$ cat src/rtl/fpm_pkg.sv
// Function
// - zero, tare and limit key functions can be locked
// - zero key or contact captures input as zero
// - tare key or contact stores measurement as tare
// - limit key edits only both levels, if unlocked
// - level set by digits or adopted input
// - indicators flash alternately in programming mode
// - set held two seconds requests programming
// - zero password enters programming at dialog group
// - nonzero password shows password prompt
// - digit key once, four digits, confirm
// - wrong password returns to measure mode
// - right password enters programming at dialog group
// - digit key steps flashing digit, up/down change it
// - changed table value flashes until confirmed
// - measured input only for zero, range, levels
// - long set after change: store, done, measure
// - set at store prompt discards, returns measure
// - settings persist only when written to set
// - password zero means unprotected, 1-9999 protects
package fpm_pkg;

   localparam int CLK_HZ = 10_000_000;
   localparam int HOLD_MS = 2000;
   localparam int DEB_MS = 10;
   localparam int BLINK_MS = 250;
   localparam int HOLD_CYC = HOLD_MS * (CLK_HZ / 1000);
   localparam int DEB_CYC = DEB_MS * (CLK_HZ / 1000);
   localparam int BLINK_CYC = BLINK_MS * (CLK_HZ / 1000);

   // ****************************************
   // key and contact positions
   // ****************************************
   localparam int NKEY = 10;
   localparam int NRAW = 12;
   localparam int K_SET = 0;
   localparam int K_PAR = 1;
   localparam int K_DIG = 2;
   localparam int K_UP = 3;
   localparam int K_DN = 4;
   localparam int K_MEAS = 5;
   localparam int K_CONF = 6;
   localparam int K_ZERO = 7;
   localparam int K_TARE = 8;
   localparam int K_LIM = 9;
   localparam int C_ZERO = 10;
   localparam int C_TARE = 11;

   // ****************************************
   // register map
   // ****************************************
   localparam logic [7:0] A_LOCK = 8'h00;
   localparam logic [7:0] A_PASS = 8'h04;
   localparam logic [7:0] A_STAT = 8'h08;
   localparam logic [7:0] A_TARE = 8'h0c;
   localparam logic [7:0] A_PARAM = 8'h10;
   localparam logic [7:0] A_LAST = 8'h20;
   localparam int LK_ZERO = 0;
   localparam int LK_TARE = 1;
   localparam int LK_LIMIT = 2;
   localparam logic [2:0] LOCK_RST = 3'h0;
   localparam logic [15:0] PASS_RST = 16'h0000;
   localparam logic [15:0] PARAM_RST = 16'h0000;

   // ****************************************
   // parameters and groups
   // ****************************************
   localparam int NPARAM = 5;
   localparam logic [2:0] P_LANGUAGE_PARAM = 3'h0;
   localparam logic [2:0] P_ZERO = 3'h1;
   localparam logic [2:0] P_RANGE = 3'h2;
   localparam logic [2:0] P_LVL1 = 3'h3;
   localparam logic [2:0] P_LVL2 = 3'h4;
   localparam logic [2:0] P_LAST = 3'h4;
   localparam logic [2:0] G_DIALOG = 3'h0;
   localparam logic [2:0] G_LAST = 3'h6;
   localparam logic [15:0] LANGUAGE_PARAM_LAST = 16'h0002;
   localparam logic [2:0] PTR_LAST = 3'h4;

   typedef enum logic [2:0] {
      ST_MEAS = 3'h0,
      ST_CODE = 3'h1,
      ST_PROG = 3'h3,
      ST_EDIT = 3'h2,
      ST_STORE = 3'h6,
      ST_DONE = 3'h7,
      ST_LIMIT = 3'h4
   } fpm_state_t;

   typedef enum logic [2:0] {
      MSG_VALUE = 3'h0,
      MSG_CODE = 3'h1,
      MSG_GROUP = 3'h2,
      MSG_STORE = 3'h3,
      MSG_DONE = 3'h4
   } fpm_msg_t;

   typedef struct packed {
      fpm_msg_t msg;
      logic [2:0] group;
      logic [2:0] param;
      logic [15:0] value;
      logic [3:0] blank;
      logic flash;
   } fpm_disp_t;

endpackage : fpm_pkg
$ cat src/rtl/fpm_debounce.sv
`timescale 1ns/10ps
`default_nettype none
module fpm_debounce #(
   parameter int W = 1,
   parameter int DEB_CYC = 4
) (
   input wire logic SYS_CLK,
   input wire logic SYS_RST,
   input wire logic [W-1:0] RAW,
   output logic [W-1:0] LVL
);
   localparam int CW = $clog2(DEB_CYC + 1);

   generate
      if (DEB_CYC < 1) begin : g_bad
         $error("debounce count must be at least one");
      end
      for (genvar i = 0; i < W; i++) begin : g_bit
         logic [2:0] sy;
         logic [CW-1:0] cnt;
         always_ff @(posedge SYS_CLK or posedge SYS_RST) begin
            if (SYS_RST) begin
               sy <= 3'h0;
            end else begin
               sy <= {sy[1:0], RAW[i]};
            end
         end
         // a change counts once stages two and three agree
         always_ff @(posedge SYS_CLK or posedge SYS_RST) begin
            if (SYS_RST) begin
               cnt <= '0;
               LVL[i] <= 1'b0;
            end else if (sy[1] != sy[2] || sy[2] == LVL[i]) begin
               cnt <= '0;
            end else if (cnt == CW'(DEB_CYC - 1)) begin
               cnt <= '0;
               LVL[i] <= sy[2];
            end else begin
               cnt <= cnt + CW'(1);
            end
         end
      end
   endgenerate
endmodule : fpm_debounce
`default_nettype wire

$ cat src/rtl/fpm_panel.sv
`timescale 1ns/10ps
`default_nettype none
module fpm_panel #(
   parameter int HOLD_CYC = fpm_pkg::HOLD_CYC,
   parameter int DEB_CYC = fpm_pkg::DEB_CYC,
   parameter int BLINK_CYC = fpm_pkg::BLINK_CYC
) (
   input wire logic SYS_CLK,
   input wire logic SYS_RST,
   input wire logic PSEL,
   input wire logic PENABLE,
   input wire logic PWRITE,
   input wire logic [7:0] PADDR,
   input wire logic [31:0] PWDATA,
   output logic [31:0] PRDATA,
   output logic PREADY,
   output logic PSLVERR,
   input wire logic [fpm_pkg::NKEY-1:0] KEYS,
   input wire logic [1:0] CONTACTS,
   input wire logic [15:0] MEAS_VALUE,
   input wire logic [1:0] LIMIT_STATE,
   output logic [1:0] LED,
   output fpm_pkg::fpm_disp_t DISP,
   output logic ZERO_STROBE,
   output logic TARE_STROBE,
   output logic SAVE_STROBE
);
   generate
      if (HOLD_CYC < 2 || BLINK_CYC < 1) begin : g_bad
         $error("hold and blink counts too small");
      end
   endgenerate

   // ****************************************
   // helpers
   // ****************************************
   function automatic logic [15:0] bcd_step(input logic [15:0] v,
      input logic [2:0] ptr, input logic up);
      logic [3:0] d;
      logic [3:0] sh;
      d = 4'h0;
      sh = 4'(12 - 4 * (ptr - 3'h1));
      d = 4'(v >> sh);
      if (up) begin
         d = (d >= 4'h9) ? 4'h0 : d + 4'h1;
      end else begin
         d = (d == 4'h0) ? 4'h9 : d - 4'h1;
      end
      bcd_step = (v & ~(16'h000f << sh)) | (16'(d) << sh);
   endfunction : bcd_step

   function automatic logic takes_meas(input logic [2:0] p);
      takes_meas = (p == fpm_pkg::P_ZERO || p == fpm_pkg::P_RANGE ||
         p == fpm_pkg::P_LVL1 || p == fpm_pkg::P_LVL2);
   endfunction : takes_meas

   // ****************************************
   // key conditioning
   // ****************************************
   logic [fpm_pkg::NRAW-1:0] lvl;
   logic [fpm_pkg::NRAW-1:0] lvl_prev;
   logic [fpm_pkg::NRAW-1:0] rise;
   logic [31:0] hold_cnt;
   logic set_long;
   logic set_short;

   fpm_debounce #(
      .W(fpm_pkg::NRAW),
      .DEB_CYC(DEB_CYC)
   ) u_deb (
      .SYS_CLK(SYS_CLK),
      .SYS_RST(SYS_RST),
      .RAW({CONTACTS, KEYS}),
      .LVL(lvl)
   );

   always_ff @(posedge SYS_CLK or posedge SYS_RST) begin
      if (SYS_RST) begin
         lvl_prev <= '0;
      end else begin
         lvl_prev <= lvl;
      end
   end
   assign rise = lvl & ~lvl_prev;

   always_ff @(posedge SYS_CLK or posedge SYS_RST) begin
      if (SYS_RST) begin
         hold_cnt <= 32'h0;
      end else if (!lvl[fpm_pkg::K_SET]) begin
         hold_cnt <= 32'h0;
      end else if (hold_cnt != 32'(HOLD_CYC)) begin
         hold_cnt <= hold_cnt + 32'h1;
      end
   end
   assign set_long = lvl[fpm_pkg::K_SET] && hold_cnt == 32'(HOLD_CYC - 1);
   assign set_short = !lvl[fpm_pkg::K_SET] && lvl_prev[fpm_pkg::K_SET] &&
      hold_cnt < 32'(HOLD_CYC - 1);

   // ****************************************
   // mode state machine
   // ****************************************
   localparam fpm_pkg::fpm_state_t ST_MEAS = fpm_pkg::ST_MEAS;
   localparam fpm_pkg::fpm_state_t ST_CODE = fpm_pkg::ST_CODE;
   localparam fpm_pkg::fpm_state_t ST_PROG = fpm_pkg::ST_PROG;
   localparam fpm_pkg::fpm_state_t ST_EDIT = fpm_pkg::ST_EDIT;
   localparam fpm_pkg::fpm_state_t ST_STORE = fpm_pkg::ST_STORE;
   localparam fpm_pkg::fpm_state_t ST_DONE = fpm_pkg::ST_DONE;
   localparam fpm_pkg::fpm_state_t ST_LIMIT = fpm_pkg::ST_LIMIT;
   fpm_pkg::fpm_state_t state;
   logic [2:0] lock;
   logic [15:0] password;
   logic [15:0] tare;
   logic [15:0] param_val [fpm_pkg::NPARAM];
   logic [15:0] entry;
   logic [2:0] ptr;
   logic [2:0] pidx;
   logic [2:0] group;
   logic lim_mode;
   logic dirty;
   logic k_conf;
   logic pw_zero;
   logic pw_ok;
   logic edit_done;
   logic in_prog;

   assign k_conf = rise[fpm_pkg::K_CONF];
   assign pw_zero = password == 16'h0000;
   assign pw_ok = entry == password;
   assign edit_done = state == ST_EDIT && k_conf;
   assign in_prog = !lim_mode && (state == ST_PROG || state == ST_EDIT ||
      state == ST_STORE || state == ST_DONE);

   always_ff @(posedge SYS_CLK or posedge SYS_RST) begin
      if (SYS_RST) begin
         state <= ST_MEAS;
      end else begin
         unique case (state)
            ST_MEAS: begin
               if (set_long) begin
                  state <= pw_zero ? ST_PROG : ST_CODE;
               end else if (rise[fpm_pkg::K_LIM] &&
                  lock[fpm_pkg::LK_LIMIT]) begin
                  state <= ST_LIMIT;
               end
            end
            ST_CODE: begin
               if (k_conf) begin
                  state <= pw_ok ? ST_PROG : ST_MEAS;
               end
            end
            ST_PROG: begin
               if (set_long) begin
                  state <= dirty ? ST_STORE : ST_MEAS;
               end else if (rise[fpm_pkg::K_DIG]) begin
                  state <= ST_EDIT;
               end
            end
            ST_LIMIT: begin
               if (set_short || set_long) begin
                  state <= ST_MEAS;
               end else if (rise[fpm_pkg::K_DIG]) begin
                  state <= ST_EDIT;
               end
            end
            ST_EDIT: begin
               if (k_conf) begin
                  state <= lim_mode ? ST_LIMIT : ST_PROG;
               end
            end
            ST_STORE: begin
               if (k_conf) begin
                  state <= ST_DONE;
               end else if (set_short) begin
                  state <= ST_MEAS;
               end
            end
            ST_DONE: begin
               if (k_conf) begin
                  state <= ST_MEAS;
               end
            end
         endcase
      end
   end

   always_ff @(posedge SYS_CLK or posedge SYS_RST) begin
      if (SYS_RST) begin
         lim_mode <= 1'b0;
      end else if (state == ST_MEAS) begin
         lim_mode <= rise[fpm_pkg::K_LIM];
      end
   end

   // group and parameter browsing; limit mode sees both levels only
   always_ff @(posedge SYS_CLK or posedge SYS_RST) begin
      if (SYS_RST) begin
         group <= fpm_pkg::G_DIALOG;
         pidx <= fpm_pkg::P_LANGUAGE_PARAM;
      end else if (state == ST_MEAS) begin
         group <= fpm_pkg::G_DIALOG;
         pidx <= rise[fpm_pkg::K_LIM] ? fpm_pkg::P_LVL1 : fpm_pkg::P_LANGUAGE_PARAM;
      end else if (state == ST_PROG) begin
         if (set_short) begin
            group <= (group == fpm_pkg::G_LAST) ? 3'h0 : group + 3'h1;
         end
         if (rise[fpm_pkg::K_PAR]) begin
            pidx <= (pidx == fpm_pkg::P_LAST) ? 3'h0 : pidx + 3'h1;
         end
      end else if (state == ST_LIMIT && rise[fpm_pkg::K_PAR]) begin
         pidx <= (pidx == fpm_pkg::P_LVL1) ? fpm_pkg::P_LVL2 :
            fpm_pkg::P_LVL1;
      end
   end

   // ****************************************
   // value entry
   // ****************************************
   always_ff @(posedge SYS_CLK or posedge SYS_RST) begin
      if (SYS_RST) begin
         entry <= 16'h0000;
         ptr <= 3'h0;
      end else if (state == ST_MEAS) begin
         entry <= 16'h0000;
         ptr <= 3'h0;
      end else if ((state == ST_PROG || state == ST_LIMIT) &&
         rise[fpm_pkg::K_DIG]) begin
         entry <= param_val[pidx];
         ptr <= 3'h0;
      end else if (state == ST_CODE || state == ST_EDIT) begin
         if (rise[fpm_pkg::K_DIG]) begin
            ptr <= (ptr == fpm_pkg::PTR_LAST) ? 3'h1 : ptr + 3'h1;
         end else if (state == ST_EDIT && rise[fpm_pkg::K_MEAS] &&
            takes_meas(pidx)) begin
            entry <= MEAS_VALUE;
         end else if (rise[fpm_pkg::K_UP] || rise[fpm_pkg::K_DN]) begin
            if (state == ST_EDIT && pidx == fpm_pkg::P_LANGUAGE_PARAM) begin
               if (rise[fpm_pkg::K_UP]) begin
                  entry <= (entry >= fpm_pkg::LANGUAGE_PARAM_LAST) ? 16'h0 :
                     entry + 16'h1;
               end else begin
                  entry <= (entry == 16'h0) ? fpm_pkg::LANGUAGE_PARAM_LAST :
                     entry - 16'h1;
               end
            end else if (ptr != 3'h0) begin
               entry <= bcd_step(entry, ptr, rise[fpm_pkg::K_UP]);
            end
         end
      end
   end

   always_ff @(posedge SYS_CLK or posedge SYS_RST) begin
      if (SYS_RST) begin
         dirty <= 1'b0;
      end else if (state == ST_MEAS) begin
         dirty <= 1'b0;
      end else if (edit_done && !lim_mode && entry != param_val[pidx]) begin
         dirty <= 1'b1;
      end
   end

   // ****************************************
   // apb slave
   // ****************************************
   logic wr_en;
   logic [7:0] pofs;
   logic [2:0] pw_idx;
   logic a_ok;

   assign wr_en = PSEL && PENABLE && PWRITE;
   assign pofs = PADDR - fpm_pkg::A_PARAM;
   assign pw_idx = pofs[4:2];
   assign a_ok = PADDR[1:0] == 2'h0 && PADDR <= fpm_pkg::A_LAST;
   assign PREADY = 1'b1;
   assign PSLVERR = PSEL && PENABLE && !a_ok;

   always_ff @(posedge SYS_CLK or posedge SYS_RST) begin
      if (SYS_RST) begin
         lock <= fpm_pkg::LOCK_RST;
         password <= fpm_pkg::PASS_RST;
      end else if (wr_en && PADDR == fpm_pkg::A_LOCK) begin
         lock <= PWDATA[2:0];
      end else if (wr_en && PADDR == fpm_pkg::A_PASS) begin
         password <= PWDATA[15:0];
      end
   end

   // panel confirm and zero capture share the store with the bus
   always_ff @(posedge SYS_CLK or posedge SYS_RST) begin
      if (SYS_RST) begin
         for (int i = 0; i < fpm_pkg::NPARAM; i++) begin
            param_val[i] <= fpm_pkg::PARAM_RST;
         end
      end else if (edit_done) begin
         param_val[pidx] <= entry;
      end else if (ZERO_STROBE) begin
         param_val[fpm_pkg::P_ZERO] <= MEAS_VALUE;
      end else if (wr_en && a_ok && PADDR >= fpm_pkg::A_PARAM) begin
         param_val[pw_idx] <= PWDATA[15:0];
      end
   end

   always_ff @(posedge SYS_CLK or posedge SYS_RST) begin
      if (SYS_RST) begin
         tare <= 16'h0000;
      end else if (TARE_STROBE) begin
         tare <= MEAS_VALUE;
      end
   end

   always_ff @(posedge SYS_CLK or posedge SYS_RST) begin
      if (SYS_RST) begin
         PRDATA <= 32'h0;
      end else if (PSEL && !PENABLE && !PWRITE) begin
         if (!a_ok) begin
            PRDATA <= 32'h0;
         end else if (PADDR == fpm_pkg::A_LOCK) begin
            PRDATA <= {29'h0, lock};
         end else if (PADDR == fpm_pkg::A_PASS) begin
            PRDATA <= {16'h0, password};
         end else if (PADDR == fpm_pkg::A_STAT) begin
            PRDATA <= {27'h0, lim_mode, dirty, state};
         end else if (PADDR == fpm_pkg::A_TARE) begin
            PRDATA <= {16'h0, tare};
         end else begin
            PRDATA <= {16'h0, param_val[pw_idx]};
         end
      end
   end

   // ****************************************
   // strobes to the measurement core
   // ****************************************
   always_ff @(posedge SYS_CLK or posedge SYS_RST) begin
      if (SYS_RST) begin
         ZERO_STROBE <= 1'b0;
         TARE_STROBE <= 1'b0;
         SAVE_STROBE <= 1'b0;
      end else begin
         ZERO_STROBE <= state == ST_MEAS && (rise[fpm_pkg::C_ZERO] ||
            (rise[fpm_pkg::K_ZERO] && lock[fpm_pkg::LK_ZERO]));
         TARE_STROBE <= state == ST_MEAS && (rise[fpm_pkg::C_TARE] ||
            (rise[fpm_pkg::K_TARE] && lock[fpm_pkg::LK_TARE]));
         SAVE_STROBE <= state == ST_DONE && k_conf;
      end
   end

   // ****************************************
   // blink, indicators and display
   // ****************************************
   logic [31:0] blink_cnt;
   logic phase;
   fpm_pkg::fpm_disp_t next_disp;

   always_ff @(posedge SYS_CLK or posedge SYS_RST) begin
      if (SYS_RST) begin
         blink_cnt <= 32'h0;
         phase <= 1'b0;
      end else if (blink_cnt == 32'(BLINK_CYC - 1)) begin
         blink_cnt <= 32'h0;
         phase <= !phase;
      end else begin
         blink_cnt <= blink_cnt + 32'h1;
      end
   end

   always_ff @(posedge SYS_CLK or posedge SYS_RST) begin
      if (SYS_RST) begin
         LED <= 2'h0;
      end else begin
         LED <= in_prog ? {!phase, phase} : LIMIT_STATE;
      end
   end

   always_comb begin
      next_disp = '0;
      next_disp.group = group;
      next_disp.param = pidx;
      next_disp.value = entry;
      if (ptr != 3'h0 && !phase) begin
         next_disp.blank = 4'h8 >> (ptr - 3'h1);
      end
      unique case (state)
         ST_MEAS: begin
            next_disp.msg = fpm_pkg::MSG_VALUE;
            next_disp.value = MEAS_VALUE;
         end
         ST_CODE: begin
            next_disp.msg = (ptr == 3'h0) ? fpm_pkg::MSG_CODE :
               fpm_pkg::MSG_VALUE;
         end
         ST_PROG, ST_LIMIT: begin
            next_disp.msg = fpm_pkg::MSG_GROUP;
         end
         ST_EDIT: begin
            next_disp.msg = fpm_pkg::MSG_VALUE;
            next_disp.flash = pidx == fpm_pkg::P_LANGUAGE_PARAM &&
               entry != param_val[pidx];
         end
         ST_STORE: begin
            next_disp.msg = fpm_pkg::MSG_STORE;
         end
         ST_DONE: begin
            next_disp.msg = fpm_pkg::MSG_DONE;
         end
      endcase
   end

   always_ff @(posedge SYS_CLK or posedge SYS_RST) begin
      if (SYS_RST) begin
         DISP <= '0;
      end else begin
         DISP <= next_disp;
      end
   end
endmodule : fpm_panel
`default_nettype wire

$ cat config.mk
export PLATFORM = sky130hd
export DESIGN_NAME = fpm_panel
export DESIGN_NICKNAME = d
export VERILOG_FILES = /design/src/rtl/fpm_pkg.sv /design/src/rtl/fpm_debounce.sv /design/src/rtl/fpm_panel.sv
export SDC_FILE = /design/constraint.sdc
export NUM_CORES = 1
export LEC_CHECK = 0
export BUFFER_PORTS_ARGS = -buffer_cell sky130_fd_sc_hd__buf_2
export CAP_MARGIN = 0
export CORE_MARGIN = 10
export CORE_UTILIZATION = 40
export DETAILED_ROUTE_END_ITERATION = 16
export SLEW_MARGIN = 20
export SYNTH_ARGS = -nofsm -noshare
export SYNTH_HDL_FRONTEND = slang
export SYNTH_SLANG_ARGS = --single-unit
$ cat constraint.sdc
create_clock -name SYS_CLK -period 57.1 [get_ports SYS_CLK]
set_input_delay 17.13 -clock SYS_CLK [delete_from_list [all_inputs] [get_ports SYS_CLK]]
set_output_delay 17.13 -clock SYS_CLK [all_outputs]
set_load 0.02 [all_outputs]
# [Word level (Yosys, flattened, before mapping)]
# Index checks and enable logic that the tools add are counted.
[word_totals] ff_bits=541 latchBits=0 ramBits=0 romBits=0 in_bits=75 out_inout_bits=69 word_cells=401 mem_count=0
[op_classes] add_sub_neg=25 n_mul=0 div=0 n_lt_le_gt_ge=9 n_eq_ne=65 shifts=4 n_mux=110 bitwise_logic=20 reduce_logical=102
[ops] cell="two-way mux 17 bit" count=24
[ops] cell="two-way mux 16 bit" count=25
[ops] cell="adder 17 x 1 -> 17 bit (second input constant)" count=12
[ops] cell="equality test 17 bit (second input constant)" count=12
[ops] cell="bitwise mux 80 bit" count=2
[ops] cell="two-way mux 80 bit" count=2
[ops] cell="binary-select mux 16 bit (select 3 bit)" count=2
[ops] cell="demux 16 bit (select 3 bit)" count=2
[ops] cell="two-way mux 32 bit" count=3
[ops] cell="two-way mux 3 bit" count=27
[ops] cell="adder 32 x 1 -> 32 bit (second input constant)" count=2
[ops] cell="two-way mux 4 bit" count=12
[ops] cell="two-way mux 48 bit" count=1
[ops] cell="AND reduction 2 bit" count=17
[ops] cell="equality test 32 x 22 -> 1 bit (second input constant)" count=1
[ops] cell="equality test 32 x 25 -> 1 bit (second input constant)" count=1
[ops] cell="logical AND 1 bit" count=32
[ops] cell="zero test 16 bit" count=2
[ops] cell="less-than comparator 32 x 25 -> 1 bit (second input constant)" count=1
[ops] cell="inequality test 32 x 25 -> 1 bit (second input constant)" count=1
[ops] cell="logical OR 1 bit" count=24
[ops] cell="one-hot mux 3 bit (7 select lines)" count=1
[ops] cell="equality test 3 bit (second input constant)" count=6
[ops] cell="adder 16 x 1 -> 16 bit (second input constant)" count=1
[ops] cell="52 further kinds" count=122

# [Depth between registers and ports, before layout]
[depth] word_depth=24 mapped_depth=14 ltp_nobuf=12

# [Cells and area by module]
# A second synthesis with hierarchy kept.
[unflattened] cells_unflattened=2887 area_unflattened_um2=27697.8
[modules_own_cells] mod="fpm_panel" n_inst=1 cells_per_inst=1735 area_per_inst_um2=15937.8
[modules_own_cells] mod="fpm_debounce" n_inst=1 cells_per_inst=1152 area_per_inst_um2=11760.0

# [Worst setup path after synthesis]
# No wires, ideal clock.
[synth_timing] kind="in2out" from="in PADDR[1]" to="out PSLVERR" arrival_time_ps=18079 required_time_ps=39970 setup_slack_ps=21891 stages=3 n_path_buf=0 cell_sequence="or4_1 > a21oi_2 > nor2_1"
[synth_via] elab_chain_cells=4
[synth_lines] item="start, declared" line_no="fpm_panel.sv:13" text="input wire logic [7:0] PADDR,"
[synth_lines] item="<= comparator 8 x 6 -> 1 bit or zero test 2 bit (tied branches)" line_no="fpm_panel.sv:272" text="assign a_ok = PADDR[1:0] == 2'h0 && PADDR <= fpm_pkg::A_LAST;"
[synth_lines] item="logical AND 1 bit *" line_no="fpm_panel.sv:272"
[synth_lines] item="zero test 1 bit *"
[synth_lines] item="logical AND 1 bit *" line_no="fpm_panel.sv:274" text="assign PSLVERR = PSEL && PENABLE && !a_ok;"
[synth_lines] item="end, declared" line_no="fpm_panel.sv:17" text="output logic PSLVERR,"
# Mark *: on every way between the ends. The rest lies on a longest branch, timed or not.

# [Worst setup path in the final report]
[layout_timing] from="in PADDR[3]" to="out PSLVERR"
[layout_via] elab_chain_cells=4
[layout_lines] item="<= comparator 8 x 6 -> 1 bit" line_no="fpm_panel.sv:272"
[layout_lines] item="logical AND 1 bit" line_no="fpm_panel.sv:272"
[layout_lines] item="zero test 1 bit"
[layout_lines] item="logical AND 1 bit" line_no="fpm_panel.sv:274"
# No other way between the ends.

==> impl_metrics.toml <==
[routing]
drt_pre_antenna_iters = 6
totalWireLength_um = 77000
drtIter0Drc = 1871
post_drt_wl_per_cell_um = 20.4
drcViolationCount = 0
vias = 21400
vias_per_cell = 5.67
number_of_nets_with_antenna_violations_after_detailed_routing = 0

[worst_setup_path]
crit_path_end_kind = "primary output"
destination_of_the_worst_register_to_register_timing_path = "entry[5]"
ff2ff_path_depth = 11
maximum_net_fanout_on_the_critical_path = 35
r2r_slack_ns = 53.20
cp_cell_sequence = "buf_2, or3_1, a21oi_2, nor2_1, buf_2"
launching_element_type_of_the_critical_path = "primary input"
r2r-start = "ptr[0]"
worstPathRequired_ns = 39.97
crit_path_end = "PSLVERR"
cpPeakStageDelay_ns = 0.54
critical_path_arrival_ns = 18.82
setup.worst_path.start = "PADDR[3]"
worst_path_max_delay_cell = "sky130_fd_sc_hd__or3_1"
critical_setup_path_kind = "in -> out"
critical-path-top-cell-by-count = "sky130_fd_sc_hd__buf_2"

[timing]
slew_viol_final = 0
layout_min_cycle_time_ns = 35.95
final.period_utilization_pct = 63.0
worst_clock_skew_ns = 0.0280
timing.final.hold_violations = 0
max_freq_ghz = 0.0278
timing.final.setup_violations = 0
finalSetupTns_ns = 0
grt_setup_unrepaired = "false"
slew_headroom_pct = 25.5
worst-slew-pin-transition_ns = 1.11

[synth]
synth_compound_area_share_pct = 10.6
dominant_combinational_cell_family_by_area_after_synthesis = "simple AND/OR/NAND/NOR gates"
synth_area_leaders = "sky130_fd_sc_hd__dfrtp_1, sky130_fd_sc_hd__xor2_1, sky130_fd_sc_hd__nor2_1, sky130_fd_sc_hd__nand2_1, sky130_fd_sc_hd__xnor2_1"
synth_top_flop_cell = "sky130_fd_sc_hd__dfrtp_1"
synth_top_area_share_pct = 49.0
xor_xnor_cell_area_share_of_the_yosys_netlist_pct = 9.01
synthMostInstantiatedCell = "sky130_fd_sc_hd__dfrtp_1"
synth.mux.area_fraction_pct = 4.71
simple_gate_share_of_the_synthesized_area_pct = 21.7
synth.lib_cells_used.distinct = 89
combined_area_of_all_synthesized_cells_mm2 = 0.0268
ys_async_sr_fraction_pct = 100
synth.ff_latch_count = 525
avgSynthCellArea_um2 = 9.63
syn_inst = 2787
synthDominantAreaCellType = "sky130_fd_sc_hd__dfrtp_1"
synth_seq_area_share_pct = 49.0
synthAdderAreaFrac_pct = 1.59
synth_top_cells_by_count = "sky130_fd_sc_hd__dfrtp_1, sky130_fd_sc_hd__nor2_1, sky130_fd_sc_hd__nand2_1"
synth-edff-count = 0
synth.yosys.warnings = 0

[power]
power.share.clock_pct = 50.6
p_sw_share_pct = 22.8
total_power_mw = 0.833
total_leakage_power_nw = 13.3
power_density_mw_per_mm2 = 27.4
p_int_mw = 0.643
ir_drop_mv = 0.0284
power.share.combinational_pct = 3.8
switching_power_mw = 0.190
pwr-share-seq_pct = 45.6

[clocking]
cts_tree = "built"
cts-resized-gates = 0
clock_path_buffers = 3
clockRootBuffer = "sky130_fd_sc_hd__clkbuf_16"
postcts_setup_bufs = 0
clk_pin_slew_worst_paths_ns = 0.06
tritoncts_num_sinks = 525
cts_buffers = 57
cts_hold_repair.buffers = 0
ctsHtreeMaxLevel = 2
worst_skew_pair.late_latency_ns = 0.64

[grt]
grt_pass1_vias = 21500
grt_pass1_wl_um = 122000
maximum_number_of_pins_on_one_net_before_global_route_repair = 137
grt.total_usage_pct = 19.5
globalRoute.totalOverflow = 0
antenna_found_initial = 5

[floorplan]
placeableCoreArea_mm2 = 0.0661
number_of_i_o_pins = 144
chipHeight_um = 279
die_w_um = 279
fp.dieArea_mm2 = 0.0778
start_util_pct = 40.6
fp-row-count = 94

[place]
portBuffers = 110
hpwl_um = 51900
final_estimated_routing_congestion_in_global_placement = 0.919

[cells_and_area]
final_core_util_pct = 46.0
design.final.nets = 2966
syn2layout_area_growth_pct = 13.2
layout-drive-gt1-share_pct = 12.6

[worst_hold_path]
worstHoldStart = "u_deb.g_bit[4].sy[0]"
worst_hold_path_type = "reg -> reg"

[run]
max_cap_viol_count = 0

[run_status]
outcome = "finished, final reports clean"
-- state kept, by name, indices dropped and copies added (netlist names), 2 cells and up --
register / cells
LED: 2
state: 3
PRDATA: 16
u_deb.g_bit.sy: 36
password: 16
lock: 3
hold_cnt: 32
u_deb.g_bit.cnt: 204
entry: 16
pidx: 3
lvl_prev: 12
DISP: 30
param_val: 80
ptr: 3
u_deb.LVL: 12
group: 3
blink_cnt: 32
tare: 16
-- cell usage in the layout, fill, tap and decap left out, types with 12 or more instances in the layout --
| cell | netlist | final |
|---|---|---|
| sky130_fd_sc_hd__mux2_2 | 40 | 40 |
| sky130_fd_sc_hd__o21ai_0 | 91 | 91 |
| sky130_fd_sc_hd__clkbuf_8 | 0 | 12 |
| sky130_fd_sc_hd__nand3_1 | 122 | 122 |
| sky130_fd_sc_hd__nand2b_1 | 24 | 24 |
| sky130_fd_sc_hd__o22ai_1 | 13 | 12 |
| sky130_fd_sc_hd__mux4_2 | 26 | 26 |
| sky130_fd_sc_hd__xnor2_1 | 97 | 97 |
| sky130_fd_sc_hd__bufinv_16 | 0 | 13 |
| sky130_fd_sc_hd__and4_1 | 12 | 12 |
| sky130_fd_sc_hd__a22oi_1 | 98 | 98 |
| sky130_fd_sc_hd__a22o_1 | 13 | 13 |
| sky130_fd_sc_hd__mux2i_1 | 19 | 19 |
| sky130_fd_sc_hd__o221ai_1 | 17 | 17 |
| sky130_fd_sc_hd__nor2_1 | 398 | 397 |
| sky130_fd_sc_hd__ha_1 | 34 | 34 |
| sky130_fd_sc_hd__xor2_1 | 179 | 179 |
| sky130_fd_sc_hd__buf_4 | 19 | 36 |
| sky130_fd_sc_hd__conb_1 | 2 | 17 |
| sky130_fd_sc_hd__nor2b_1 | 13 | 13 |
| sky130_fd_sc_hd__or3_1 | 16 | 16 |
| sky130_fd_sc_hd__o31ai_1 | 15 | 15 |
| sky130_fd_sc_hd__and3_1 | 47 | 47 |
| sky130_fd_sc_hd__dfrtp_1 | 525 | 524 |
| sky130_fd_sc_hd__nand2_1 | 362 | 362 |
| sky130_fd_sc_hd__nand4_1 | 75 | 75 |
| sky130_fd_sc_hd__and2_1 | 19 | 19 |
| sky130_fd_sc_hd__nor4_1 | 36 | 35 |
| sky130_fd_sc_hd__inv_1 | 59 | 58 |
| sky130_fd_sc_hd__a31oi_1 | 20 | 20 |
| sky130_fd_sc_hd__nor3_1 | 38 | 32 |
| sky130_fd_sc_hd__buf_2 | 31 | 110 |
| sky130_fd_sc_hd__clkbuf_16 | 0 | 57 |
| sky130_fd_sc_hd__a21oi_1 | 79 | 79 |
-- per-layer routing --
| layer | part of all wire (%) | vias to the layer above | global-route usage, % |
|---|---|---|---|
| met2 | 45 | 830 | 30.7 |
| met5 | 0 | - | 0 |
| met1 | 42 | 10500 | 25.1 |
| li1 | - | 9863 | - |
| met4 | 4.6 | 0 | 9.60 |
| met3 | 8.1 | 202 | 4.41 |
-- critical path, delay by kind of cell --
| family | cells | cell delay [ns] |
|---|---|---|
| buffers and inverters | 2 | 0.59 |
| AND/OR/NAND/NOR | 2 | 0.64 |
| AO/OA/AOI/OAI | 1 | 0.44 |
-- how the worst min path moves through the flow --
stage                      endpoint  slack, ns  cells after the start
2_1_floorplan  u_deb.g_bit[0].sy[1]       0.33                      0
3_3_place_gp   u_deb.g_bit[6].sy[1]       0.34                      0
3_5_place_dp   u_deb.g_bit[4].sy[1]       0.34                      0
4_1_cts        u_deb.g_bit[4].sy[1]       0.35                      0
5_1_grt        u_deb.g_bit[4].sy[1]       0.36                      0
6_report       u_deb.g_bit[4].sy[1]       0.35                      0
-- power groups by stage --
stage	clock network, mW	logic (mW)	registers (mW)
after global routing	0.446	0.0351	0.380
after floorplan	0	0.0189	0.386
after CTS	0.430	0.0319	0.380
after global placement	0	0.0312	0.386
after detailed placement	0	0.0318	0.386
final	0.422	0.0317	0.380
-- per-stage QoR --
stage / hold slack [ns] / instances / worst slack, ns / cell area [µm²]
final: 0.351 / 3774 / 21.15 / 30400
after global routing: 0.365 / 3772 / 21.09 / 30400
after CTS: 0.353 / 3770 / 21.16 / 30400
after detailed placement: 0.339 / 3662 / 21.17 / 28200
after global placement: 0.336 / 3662 / 21.20 / 28200
after floorplan: 0.331 / 2802 / 21.89 / 26900
-- cells by family (layout without fill, tap and decap cells) --
family          after synthesis  in the layout
simple gates               1229           1229
mux                          87             87
fa+ha+maj                    34             34
other cells                   2             21
flops                       525            525
compound gates              423            423
buf+inv                     211            315
xor+xnor                    276            276
-- final cells by class --
type,count,area [µm²]
Fill cell,6235,35700
Sequential cell,525,13100
Tap cell,864,1080
Clock inverter,34,569
Antenna cell,4,10.0
Clock buffer,74,1610
Timing Repair Buffer,147,841
Multi-Input combinational cell,2066,12900
Inverter,60,233
Note: power is estimated with default switching activity, not from simulation.
